`src/logic/flash_cmd_pkg.sv`:
```
// Shared constants and types of the flash command executor
package flash_cmd_pkg;

    // Register byte offsets on the register bus
    localparam logic [7:0] OFS_STATUS = 8'h00;
    localparam logic [7:0] OFS_INDEX  = 8'h04;
    localparam logic [7:0] OFS_WORD   = 8'h08;

    // Bit positions in the flash status register
    localparam int BIT_DONE = 7;
    localparam int BIT_ACC  = 5;
    localparam int BIT_VIOL = 4;
    localparam int BIT_VERR = 1;
    localparam int BIT_UNC  = 0;

    // Values after reset
    localparam logic [7:0]  STATUS_RST = 8'h80;
    localparam logic [2:0]  INDEX_RST  = 3'h0;
    localparam logic [15:0] WORD_RST   = 16'h0000;

    // Command codes
    localparam logic [7:0] CMD_PROG  = 8'h06;
    localparam logic [7:0] CMD_OTP   = 8'h07;
    localparam logic [7:0] CMD_ERALL = 8'h08;
    localparam logic [7:0] CMD_ERBLK = 8'h09;
    localparam logic [7:0] CMD_ERSEC = 8'h0A;
    localparam logic [7:0] CMD_UNSEC = 8'h0B;

    // Command word indices and limits
    localparam logic [2:0]  IDX_CODE  = 3'h0;
    localparam logic [2:0]  IDX_ADDR  = 3'h1;
    localparam logic [2:0]  IDX_DATA  = 3'h5;
    localparam int          NUM_WORDS = 6;
    localparam logic [15:0] OTP_MAX   = 16'h0007;

    // Bus responses
    localparam logic [1:0] RESP_OKAY   = 2'h0;
    localparam logic [1:0] RESP_SLVERR = 2'h2;

    // Operations requested from the flash array sequencer
    typedef enum logic [2:0] {
        OP_PROG,
        OP_OTP_BLANK,
        OP_OTP_PROG,
        OP_ERASE_BLOCK,
        OP_ERASE_SECTOR,
        OP_ERASE_ALL
    } op_kind_type;

    // Command executor states
    typedef enum logic [1:0] {
        ST_IDLE,
        ST_CHECK,
        ST_BLANK,
        ST_RUN
    } state_type;

endpackage

```
`src/logic/flash_cmd_exec.sv`:
```
// Flash command executor with its register slave on AXI4-Lite
// What this block does
// RULE_01: Phrase program needs last index 5 and mode permission, else access error.
// RULE_02: Phrase program address invalid or not phrase aligned gives access error.
// RULE_03: Phrase program into protected area gives protection violation, no program.
// RULE_04: Verify errors set verify flag; uncorrectable ones set uncorrectable flag.
// RULE_05: Host loads one-time code, phrase index 0 to 7, four data words.
// RULE_06: One-time program checks blank first, then programs and verifies.
// RULE_07: One-time errors: bad index, bad phrase, already programmed; never violation.
// RULE_08: A phrase programmed all ones counts as blank and may be programmed.
// RULE_09: Block 0 reads may be invalid while one-time program runs.
// RULE_10: Erase all erases everything, verifies, releases security on pass.
// RULE_11: Erase all and unsecure need index 0 and no protection anywhere.
// RULE_12: Host writes no flash register while erase all or unsecure runs.
// RULE_13: Host loads block erase code, upper address, then lower address.
// RULE_14: Block erase checks index 1, address valid and aligned per flash type.
// RULE_15: Block erase on protected block gives violation, else erase and verify.
// RULE_16: Sector erase erases the addressed sector and verifies it.
// RULE_17: Sector erase checks index 1, valid address, phrase alignment, protection.
// RULE_18: Unsecure erases everything, verifies, releases security on pass.
// RULE_19: Failed unsecure verify sets verify flag, security left unchanged.
// RULE_20: Clearing the done flag launches; it stays clear until finished.
// RULE_21: Host loads program code, upper address, phrase address, four words.
// RULE_22: Phrase program writes four words then reads them back to verify.
// RULE_23: Mode availability row input decides which commands may launch.
// RULE_24: A failed launch check starts nothing and sets done at once.
`timescale 1ns/10ps
module flash_cmd_exec #(
    parameter int ADDR_W = 8
) (
    input  wire logic                      clk_i,
    input  wire logic                      sys_rst_i,
    input  wire logic [ADDR_W-1:0]         s_axi_awaddr_i,
    input  wire logic                      s_axi_awvalid_i,
    output logic                           s_axi_awready_o,
    input  wire logic [31:0]               s_axi_wdata_i,
    input  wire logic [3:0]                s_axi_wstrb_i,
    input  wire logic                      s_axi_wvalid_i,
    output logic                           s_axi_wready_o,
    output logic [1:0]                     s_axi_bresp_o,
    output logic                           s_axi_bvalid_o,
    input  wire logic                      s_axi_bready_i,
    input  wire logic [ADDR_W-1:0]         s_axi_araddr_i,
    input  wire logic                      s_axi_arvalid_i,
    output logic                           s_axi_arready_o,
    output logic [31:0]                    s_axi_rdata_o,
    output logic [1:0]                     s_axi_rresp_o,
    output logic                           s_axi_rvalid_o,
    input  wire logic                      s_axi_rready_i,
    input  wire logic [15:0]               cmd_allow_i,
    output logic [22:0]                    chk_addr_o,
    output flash_cmd_pkg::op_kind_type     chk_kind_o,
    input  wire logic                      chk_addr_valid_i,
    input  wire logic                      chk_pflash_i,
    input  wire logic                      chk_prot_i,
    input  wire logic                      any_prot_i,
    output logic                           op_start_o,
    output flash_cmd_pkg::op_kind_type     op_kind_o,
    output logic [22:0]                    op_addr_o,
    output logic [63:0]                    op_data_o,
    input  wire logic                      op_done_i,
    input  wire logic                      op_verr_i,
    input  wire logic                      op_uncorr_i,
    output logic                           secure_release_o,
    output logic                           block0_busy_o
);

    // Byte-lane merge into a 16-bit register
    function automatic logic [15:0] merge16(input logic [15:0] old,
                                            input logic [31:0] d,
                                            input logic [3:0]  s);
        merge16 = old;
        if (s[0]) merge16[7:0] = d[7:0];
        if (s[1]) merge16[15:8] = d[15:8];
    endfunction

    flash_cmd_pkg::state_type   state_reg, state_next;
    flash_cmd_pkg::op_kind_type kind_reg, kind_next;
    logic [7:0]  stat_reg, stat_next;
    logic [2:0]  index_reg, index_next;
    logic [15:0] word_reg [flash_cmd_pkg::NUM_WORDS];
    logic [15:0] word_next [flash_cmd_pkg::NUM_WORDS];
    logic        aw_have_reg, aw_have_next;
    logic        w_have_reg, w_have_next;
    logic [ADDR_W-1:0] awaddr_reg, awaddr_next;
    logic [31:0] wdata_reg, wdata_next;
    logic [3:0]  wstrb_reg, wstrb_next;
    logic        bvalid_reg, bvalid_next;
    logic [1:0]  bresp_reg, bresp_next;
    logic        rvalid_reg, rvalid_next;
    logic [1:0]  rresp_reg, rresp_next;
    logic [31:0] rdata_reg, rdata_next;
    logic        start_reg, start_next;
    logic [22:0] opaddr_reg, opaddr_next;
    logic [63:0] opdata_reg, opdata_next;
    logic        release_reg, release_next;
    logic        b0busy_reg, b0busy_next;
    logic        do_write, launch, busy, acc_chk, viol_chk;
    logic [7:0]  code;
    logic [22:0] gaddr;
    logic [7:0]  wofs;

    // Command fields seen by the checks
    assign code  = word_reg[0][15:8];
    assign gaddr = {word_reg[0][6:0], word_reg[1]};
    assign busy  = !stat_reg[flash_cmd_pkg::BIT_DONE];
    assign wofs  = 8'(awaddr_reg);
    assign do_write = aw_have_reg && w_have_reg && !bvalid_reg;
    // Access and violation errors must be cleared before a new launch is accepted
    assign launch = do_write && wofs == flash_cmd_pkg::OFS_STATUS
                    && wstrb_reg[0]
                    && wdata_reg[flash_cmd_pkg::BIT_DONE] && !busy
                    && !stat_reg[flash_cmd_pkg::BIT_ACC]
                    && !stat_reg[flash_cmd_pkg::BIT_VIOL];

    // Protection query target follows the command code
    always_comb
    begin
        chk_addr_o = gaddr;
        case (code)
            flash_cmd_pkg::CMD_ERBLK: chk_kind_o = flash_cmd_pkg::OP_ERASE_BLOCK;
            flash_cmd_pkg::CMD_ERSEC: chk_kind_o = flash_cmd_pkg::OP_ERASE_SECTOR;
            flash_cmd_pkg::CMD_ERALL,
            flash_cmd_pkg::CMD_UNSEC: chk_kind_o = flash_cmd_pkg::OP_ERASE_ALL;
            flash_cmd_pkg::CMD_OTP:   chk_kind_o = flash_cmd_pkg::OP_OTP_PROG;
            default:                  chk_kind_o = flash_cmd_pkg::OP_PROG;
        endcase
    end

    // Launch checks; unknown codes are refused as access errors
    always_comb
    begin
        acc_chk  = !cmd_allow_i[code[3:0]] || code[7:4] != 4'h0; // RULE_23
        viol_chk = 1'b0;
        case (code)
            flash_cmd_pkg::CMD_PROG:
            begin
                acc_chk = acc_chk || index_reg != flash_cmd_pkg::IDX_DATA
                          || !chk_addr_valid_i
                          || gaddr[2:0] != 3'h0; // RULE_01 RULE_02
                viol_chk = chk_prot_i; // RULE_03
            end
            flash_cmd_pkg::CMD_OTP:
                acc_chk = acc_chk || index_reg != flash_cmd_pkg::IDX_DATA
                          || word_reg[1] > flash_cmd_pkg::OTP_MAX; // RULE_07
            flash_cmd_pkg::CMD_ERALL, flash_cmd_pkg::CMD_UNSEC:
            begin
                acc_chk = acc_chk
                          || index_reg != flash_cmd_pkg::IDX_CODE; // RULE_11
                viol_chk = any_prot_i; // RULE_11
            end
            flash_cmd_pkg::CMD_ERBLK:
            begin
                acc_chk = acc_chk || index_reg != flash_cmd_pkg::IDX_ADDR
                          || !chk_addr_valid_i
                          || (chk_pflash_i ? gaddr[2:0] != 3'h0
                                           : gaddr[0]); // RULE_14
                viol_chk = chk_prot_i; // RULE_15
            end
            flash_cmd_pkg::CMD_ERSEC:
            begin
                acc_chk = acc_chk || index_reg != flash_cmd_pkg::IDX_ADDR
                          || !chk_addr_valid_i
                          || gaddr[2:0] != 3'h0; // RULE_17
                viol_chk = chk_prot_i; // RULE_17
            end
            default: acc_chk = 1'b1;
        endcase
    end

    // Bus slave next values; address and data are taken in any order
    always_comb
    begin
        aw_have_next = aw_have_reg;
        w_have_next  = w_have_reg;
        awaddr_next  = awaddr_reg;
        wdata_next   = wdata_reg;
        wstrb_next   = wstrb_reg;
        bvalid_next  = bvalid_reg && !s_axi_bready_i;
        bresp_next   = bresp_reg;
        rvalid_next  = rvalid_reg && !s_axi_rready_i;
        rresp_next   = rresp_reg;
        rdata_next   = rdata_reg;
        s_axi_awready_o = !aw_have_reg && !bvalid_reg;
        s_axi_wready_o  = !w_have_reg && !bvalid_reg;
        s_axi_arready_o = !rvalid_reg;
        if (s_axi_awvalid_i && s_axi_awready_o)
        begin
            aw_have_next = 1'b1;
            awaddr_next  = s_axi_awaddr_i;
        end
        if (s_axi_wvalid_i && s_axi_wready_o)
        begin
            w_have_next = 1'b1;
            wdata_next  = s_axi_wdata_i;
            wstrb_next  = s_axi_wstrb_i;
        end
        if (do_write)
        begin
            aw_have_next = 1'b0;
            w_have_next  = 1'b0;
            bvalid_next  = 1'b1;
            bresp_next   = (wofs == flash_cmd_pkg::OFS_STATUS
                            || wofs == flash_cmd_pkg::OFS_INDEX
                            || wofs == flash_cmd_pkg::OFS_WORD)
                           ? flash_cmd_pkg::RESP_OKAY
                           : flash_cmd_pkg::RESP_SLVERR;
        end
        if (s_axi_arvalid_i && s_axi_arready_o)
        begin
            rvalid_next = 1'b1;
            rresp_next  = flash_cmd_pkg::RESP_OKAY;
            rdata_next  = 32'h0000_0000;
            case (8'(s_axi_araddr_i))
                flash_cmd_pkg::OFS_STATUS: rdata_next[7:0] = stat_reg;
                flash_cmd_pkg::OFS_INDEX:  rdata_next[2:0] = index_reg;
                flash_cmd_pkg::OFS_WORD:
                    if (index_reg <= flash_cmd_pkg::IDX_DATA)
                        rdata_next[15:0] = word_reg[index_reg];
                default: rresp_next = flash_cmd_pkg::RESP_SLVERR;
            endcase
        end
    end

    // Command registers and executor next values
    always_comb
    begin
        state_next   = state_reg;
        kind_next    = kind_reg;
        stat_next    = stat_reg;
        index_next   = index_reg;
        word_next    = word_reg;
        start_next   = 1'b0;
        opaddr_next  = opaddr_reg;
        opdata_next  = opdata_reg;
        release_next = 1'b0;
        // Access and violation flags clear by writing one; a set below wins
        if (do_write && wofs == flash_cmd_pkg::OFS_STATUS && wstrb_reg[0])
        begin
            stat_next[flash_cmd_pkg::BIT_ACC] =
                stat_reg[flash_cmd_pkg::BIT_ACC]
                && !wdata_reg[flash_cmd_pkg::BIT_ACC];
            stat_next[flash_cmd_pkg::BIT_VIOL] =
                stat_reg[flash_cmd_pkg::BIT_VIOL]
                && !wdata_reg[flash_cmd_pkg::BIT_VIOL];
        end
        // Command words are frozen while a command runs
        if (do_write && !busy && wofs == flash_cmd_pkg::OFS_INDEX
            && wstrb_reg[0])
            index_next = wdata_reg[2:0];
        if (do_write && !busy && wofs == flash_cmd_pkg::OFS_WORD
            && index_reg <= flash_cmd_pkg::IDX_DATA)
            word_next[index_reg] = merge16(word_reg[index_reg],
                                           wdata_reg, wstrb_reg);
        if (launch)
        begin
            stat_next[flash_cmd_pkg::BIT_DONE] = 1'b0; // RULE_20
            stat_next[flash_cmd_pkg::BIT_VERR] = 1'b0;
            stat_next[flash_cmd_pkg::BIT_UNC]  = 1'b0;
            state_next = flash_cmd_pkg::ST_CHECK;
        end
        case (state_reg)
            flash_cmd_pkg::ST_IDLE: ;
            flash_cmd_pkg::ST_CHECK:
            begin
                opaddr_next = code == flash_cmd_pkg::CMD_OTP
                              ? {20'h0_0000, word_reg[1][2:0]} : gaddr;
                opdata_next = {word_reg[5], word_reg[4],
                               word_reg[3], word_reg[2]};
                if (acc_chk || viol_chk)
                begin
                    stat_next[flash_cmd_pkg::BIT_ACC]  = acc_chk;
                    stat_next[flash_cmd_pkg::BIT_VIOL] =
                        !acc_chk && viol_chk; // RULE_03 RULE_15
                    stat_next[flash_cmd_pkg::BIT_DONE] = 1'b1; // RULE_24
                    state_next = flash_cmd_pkg::ST_IDLE;
                end
                else
                begin
                    start_next = 1'b1;
                    kind_next  = chk_kind_o; // RULE_22 RULE_16
                    state_next = flash_cmd_pkg::ST_RUN;
                    if (code == flash_cmd_pkg::CMD_OTP)
                    begin
                        kind_next  = flash_cmd_pkg::OP_OTP_BLANK; // RULE_06
                        state_next = flash_cmd_pkg::ST_BLANK;
                    end
                end
            end
            flash_cmd_pkg::ST_BLANK:
                // An all-ones phrase passes the blank check
                if (op_done_i)
                begin
                    if (op_verr_i || op_uncorr_i) // RULE_07 RULE_08
                    begin
                        stat_next[flash_cmd_pkg::BIT_ACC]  = 1'b1;
                        stat_next[flash_cmd_pkg::BIT_DONE] = 1'b1;
                        state_next = flash_cmd_pkg::ST_IDLE;
                    end
                    else
                    begin
                        start_next = 1'b1; // RULE_06
                        kind_next  = flash_cmd_pkg::OP_OTP_PROG;
                        state_next = flash_cmd_pkg::ST_RUN;
                    end
                end
            flash_cmd_pkg::ST_RUN:
                if (op_done_i)
                begin
                    stat_next[flash_cmd_pkg::BIT_VERR] = op_verr_i; // RULE_04
                    stat_next[flash_cmd_pkg::BIT_UNC]  = op_uncorr_i;
                    stat_next[flash_cmd_pkg::BIT_DONE] = 1'b1; // RULE_20
                    // Security held unless the whole erase verified
                    release_next =
                        kind_reg == flash_cmd_pkg::OP_ERASE_ALL
                        && !op_verr_i && !op_uncorr_i; // RULE_10 RULE_18 RULE_19
                    state_next = flash_cmd_pkg::ST_IDLE;
                end
            default: state_next = flash_cmd_pkg::ST_IDLE;
        endcase
        b0busy_next = code == flash_cmd_pkg::CMD_OTP
                      && (state_next == flash_cmd_pkg::ST_BLANK
                          || state_next == flash_cmd_pkg::ST_RUN); // RULE_09
    end

    // Register stage
    always_ff @(posedge clk_i)
    begin
        if (sys_rst_i)
        begin
            state_reg   <= flash_cmd_pkg::ST_IDLE;
            kind_reg    <= flash_cmd_pkg::OP_PROG;
            stat_reg    <= flash_cmd_pkg::STATUS_RST;
            index_reg   <= flash_cmd_pkg::INDEX_RST;
            for (int i = 0; i < flash_cmd_pkg::NUM_WORDS; i++)
                word_reg[i] <= flash_cmd_pkg::WORD_RST;
            aw_have_reg <= 1'b0;
            w_have_reg  <= 1'b0;
            awaddr_reg  <= '0;
            wdata_reg   <= 32'h0000_0000;
            wstrb_reg   <= 4'h0;
            bvalid_reg  <= 1'b0;
            bresp_reg   <= flash_cmd_pkg::RESP_OKAY;
            rvalid_reg  <= 1'b0;
            rresp_reg   <= flash_cmd_pkg::RESP_OKAY;
            rdata_reg   <= 32'h0000_0000;
            start_reg   <= 1'b0;
            opaddr_reg  <= 23'h00_0000;
            opdata_reg  <= 64'h0000_0000_0000_0000;
            release_reg <= 1'b0;
            b0busy_reg  <= 1'b0;
        end
        else
        begin
            state_reg   <= state_next;
            kind_reg    <= kind_next;
            stat_reg    <= stat_next;
            index_reg   <= index_next;
            word_reg    <= word_next;
            aw_have_reg <= aw_have_next;
            w_have_reg  <= w_have_next;
            awaddr_reg  <= awaddr_next;
            wdata_reg   <= wdata_next;
            wstrb_reg   <= wstrb_next;
            bvalid_reg  <= bvalid_next;
            bresp_reg   <= bresp_next;
            rvalid_reg  <= rvalid_next;
            rresp_reg   <= rresp_next;
            rdata_reg   <= rdata_next;
            start_reg   <= start_next;
            opaddr_reg  <= opaddr_next;
            opdata_reg  <= opdata_next;
            release_reg <= release_next;
            b0busy_reg  <= b0busy_next;
        end
    end

    // Outputs straight from flip-flops
    assign s_axi_bvalid_o   = bvalid_reg;
    assign s_axi_bresp_o    = bresp_reg;
    assign s_axi_rvalid_o   = rvalid_reg;
    assign s_axi_rresp_o    = rresp_reg;
    assign s_axi_rdata_o    = rdata_reg;
    assign op_start_o       = start_reg;
    assign op_kind_o        = kind_reg;
    assign op_addr_o        = opaddr_reg;
    assign op_data_o        = opdata_reg;
    assign secure_release_o = release_reg;
    assign block0_busy_o    = b0busy_reg;
endmodule

```
`config.mk`:
```
export PLATFORM = sky130hd
export DESIGN_NAME = flash_cmd_exec
export DESIGN_NICKNAME = d
export VERILOG_FILES = /design/src/logic/flash_cmd_pkg.sv /design/src/logic/flash_cmd_exec.sv
export SDC_FILE = /design/constraint.sdc
export NUM_CORES = 1
export LEC_CHECK = 0
export BUFFER_PORTS_ARGS = -buffer_cell sky130_fd_sc_hd__clkbuf_2
export CELL_PAD_IN_SITES_DETAIL_PLACEMENT = 1
export CELL_PAD_IN_SITES_GLOBAL_PLACEMENT = 1
export CORE_MARGIN = 2
export CORE_UTILIZATION = 43
export CTS_CLUSTER_SIZE = 40
export DETAILED_ROUTE_END_ITERATION = 12
export PLACE_DENSITY = 0.91
export SYNTH_ARGS = -nofsm -noshare
export SYNTH_HDL_FRONTEND = slang
export SYNTH_SLANG_ARGS = --single-unit
```
`constraint.sdc`:
```
create_clock -name clk_i -period 6.7 [get_ports clk_i]
set_clock_uncertainty 0.05 [all_clocks]
set_input_delay 0.335 -clock clk_i [delete_from_list [all_inputs] [get_ports clk_i]]
set_output_delay 0.335 -clock clk_i [all_outputs]
set_load 0.005 [all_outputs]
```
==> reports/qor.yml <==
routing:
  wl_mm: 37.39
  ant_nets: 0
  drcViolationCount: 0
  wl_per_cell_um: 21.36
  post_drt_via_cell_ratio: 5.645
  dr.pass1.iters: 6
  num_vias: 9885
  drt_iter0_drc: 760
global_route:
  grt_use_total: 0.2811
  busiest_layer: "met2"
  met3_usage: 0.04081
  grt_first_pass_wirelength_mm: 57.28
  use_met1: 0.3615
  met2_usage: 0.4700
  grt_pass1_vias: 10010
  grt_max_degree: 91
  antenna_found_initial: 0
  grt-ovfl-total: 0
worst_setup_path:
  arrival_ns: 4.07
  r2r_start: "code[7]"
  start_kind: "register"
  critPathKind: "reg -> reg"
  crit_required_ns: 7.02
  startpoint: "code[7]"
  cp-endpoint: "block0_busy_o"
  r2r_setup_slack_ns: 2.95
  r2r_cells: 6
  crit_path_end_kind: "register"
  r2r_end: "block0_busy_o"
  crit_fanout: 23
power_and_ir_drop:
  p_int_mw: 2.562
  p_sw_frac: 0.2669
  p_total_mw: 3.495
  p_leak_nw: 4.836
  peakVddDrop_mv: 0.1706
  clkPwrFrac: 0.434
  powerDensity_nw_per_um2: 278.4
  p_sw_uw: 933.0
  p_seq_frac: 0.437
  pwr-share-comb: 0.129
synthesis:
  synth_simple_gate_area_frac: 0.2136
  ys_ff_latch: 247
  synth.mux.area_fraction: 0.09037
  synth_top_family_by_area: "simple AND/OR/NAND/NOR gates"
  synthCells: 1260
  synth_compound_area_frac: 0.1531
  synth_xor_xnor_area_share: 0.0008302
  synth.avg_cell_area_um2: 8.373
  ys_seq_area_frac: 0.4687
  yosys_warnings: 0
  synth-adder-area-share: 0.004744
  synth_cell_types: 65
  synth_edf_count: 0
  ys.flop_type: "dfxtp_1"
  ys_async_sr_fraction: 0
  syn-cell-area_um2: 10550
placement:
  dp_hpwl_mm: 25.66
  dp.cells: 1679
  place_ws_ns: 3.279
  port_buffers: 199
  gp_congestion: 0.9021
clocking:
  cts_made_buffers: 27
  cts_tree: "built"
  clk_pin_slew_ns: 0.06
  cts_resized: 0
  htreeDepth: 1
  cts.sinks: 247
  clock_path_buffers: 3
  cts-root-buf: "clkbuf_16"
  insertion_delay_ns: 0.54
floorplan:
  initial_core_util: 0.4364
  rows: 57
  dieHeight_um: 160.6
  coreArea_um2: 24180
  num_io_pins: 242
  die_width_um: 160.6
  dieArea_um2: 25800
timing:
  period_share: 0.5597
  setup-tns-final_ns: 0
  fmax_ghz: 0.2667
  slew_viol_final: 0
  rsz0062_at_grt: "no"
  timing.hold.ws_ns: 0.01913
  final-hold-violation-count: 0
  min_period_ns: 3.750
  worstMarginPinSlew_ns: 1.151
  setup_viol: 0
  relSlewSlack: 0.2129
  worst_slack_ns: 2.950
flow_run:
  maxCapViolCount: 0
finish:
  nets: 1492
  fill_cells: 2940
  largest_register_ffs: 65
  final_common_cell: "nand2_1"
  area_delta_synth_final_pct: 19.00
  layout.cells.non_filler: 1751
  drive_above_1_share: 0.1992
  layout_common_cells: "279 x nand2_1, 247 x dfxtp_1, 198 x clkbuf_2, 147 x a21oi_1, 114 x nor2_1"
min_path:
  hp-class: "in -> reg"
run_status:
  outcome: "finished clean"
power groups by stage:
| stage | Clock (mW) | Sequential [mW] | Combinational, mW |
|---|---|---|---|
| 2_1_floorplan | 0 | 1.55 | 0.346 |
| 3_3_place_gp | 0 | 1.56 | 0.429 |
| 3_5_place_dp | 0 | 1.56 | 0.439 |
| 4_1_cts | 1.52 | 1.53 | 0.453 |
| 5_1_grt | 1.59 | 1.53 | 0.492 |
| 6_report | 1.52 | 1.53 | 0.452 |
Yosys cell counts, types with 3 or more instances:
| master | count | share of area |
|---|---|---|
| nor4_1 | 5 | 0.0030 |
| and3_1 | 5 | 0.0030 |
| nor3_1 | 14 | 0.0066 |
| and2_1 | 10 | 0.0059 |
| o22ai_1 | 4 | 0.0024 |
| buf_2 | 9 | 0.0043 |
| clkbuf_1 | 61 | 0.022 |
| a21oi_1 | 147 | 0.070 |
| and3b_1 | 3 | 0.0025 |
| o211ai_1 | 4 | 0.0028 |
| nand2_1 | 279 | 0.099 |
| mux2i_1 | 75 | 0.071 |
| mux2_2 | 14 | 0.015 |
| nor2b_1 | 23 | 0.014 |
| nor2_1 | 114 | 0.041 |
| or4_1 | 4 | 0.0028 |
| o21ai_0 | 3 | 0.0014 |
| nand3_1 | 33 | 0.016 |
| buf_1 | 11 | 0.0039 |
| a31oi_1 | 14 | 0.0083 |
| inv_1 | 13 | 0.0046 |
| nand2b_1 | 3 | 0.0018 |
| a211oi_1 | 4 | 0.0028 |
| nor3b_1 | 3 | 0.0021 |
| dfxtp_1 | 247 | 0.47 |
| buf_4 | 47 | 0.033 |
| ha_1 | 4 | 0.0047 |
| a22oi_1 | 62 | 0.044 |
metrics by stage:
step,util,instance area (um2)
final,0.5193,12550
after global routing,0.5192,12550
after CTS,0.5192,12550
after detailed placement,0.4725,11420
after global placement,0.4725,11420
after floorplan,-,10610
area by class of cell:
| type | count | area, um2 | area share |
|---|---|---|---|
| Multi-Input combinational cell | 888 | 4966 | 0.3956 |
| Antenna cell | 1 | 2.502 | 0.0001993 |
| Timing Repair Buffer | 228 | 1275 | 0.1016 |
| Sequential cell | 247 | 4945 | 0.3939 |
| Clock inverter | 14 | 132.6 | 0.01056 |
| Tap cell | 324 | 405.4 | 0.03229 |
| Inverter | 14 | 52.55 | 0.004186 |
| Clock buffer | 35 | 775.7 | 0.06179 |
critical path, cell delays in order, from the launching register on:
cell and delay (ns):
dfxtp_1 0.35, nor4_1 0.87, nand4_1 1.11, a31oi_1 0.60
nand4b_4 0.29, o211a_1 0.25, a2111oi_4 0.07
metal layers:
metal	wire length (um)	part of all wire
met1	15770	0.42
met2	17610	0.47
met3	2219	0.059
met4	1800	0.048
met5	0	0
cells by family after synthesis:
logic type / after synthesis
other cells: 1
fa+ha+maj: 4
mux: 91
simple gates: 514
compound gates: 260
xor+xnor: 1
flops: 247
buf+inv: 142
timing repair:
item                      4_1_cts  5_1_grt
setup buffers                   0        0
hold buffers                   22        0
hold endpoints to repair       22        0
worst min-delay path by stage:
stage | startpoint | to | slack (ns) | cells past startpoint
floorplan | word_reg[87] | word_reg[87] | 0.38 | 2
global placement | word_reg[87] | word_reg[87] | 0.39 | 2
detailed placement | awaddr_reg[7] | awaddr_reg[7] | 0.40 | 2
CTS | s_axi_wdata_i[3] | wdata_reg[3] | 0.003 | 3
global route | s_axi_wdata_i[0] | wdata_reg[0] | 0.02 | 3
finish | s_axi_wdata_i[3] | wdata_reg[3] | 0.02 | 3
No activity file was read; power rests on OpenSTA's default activity.
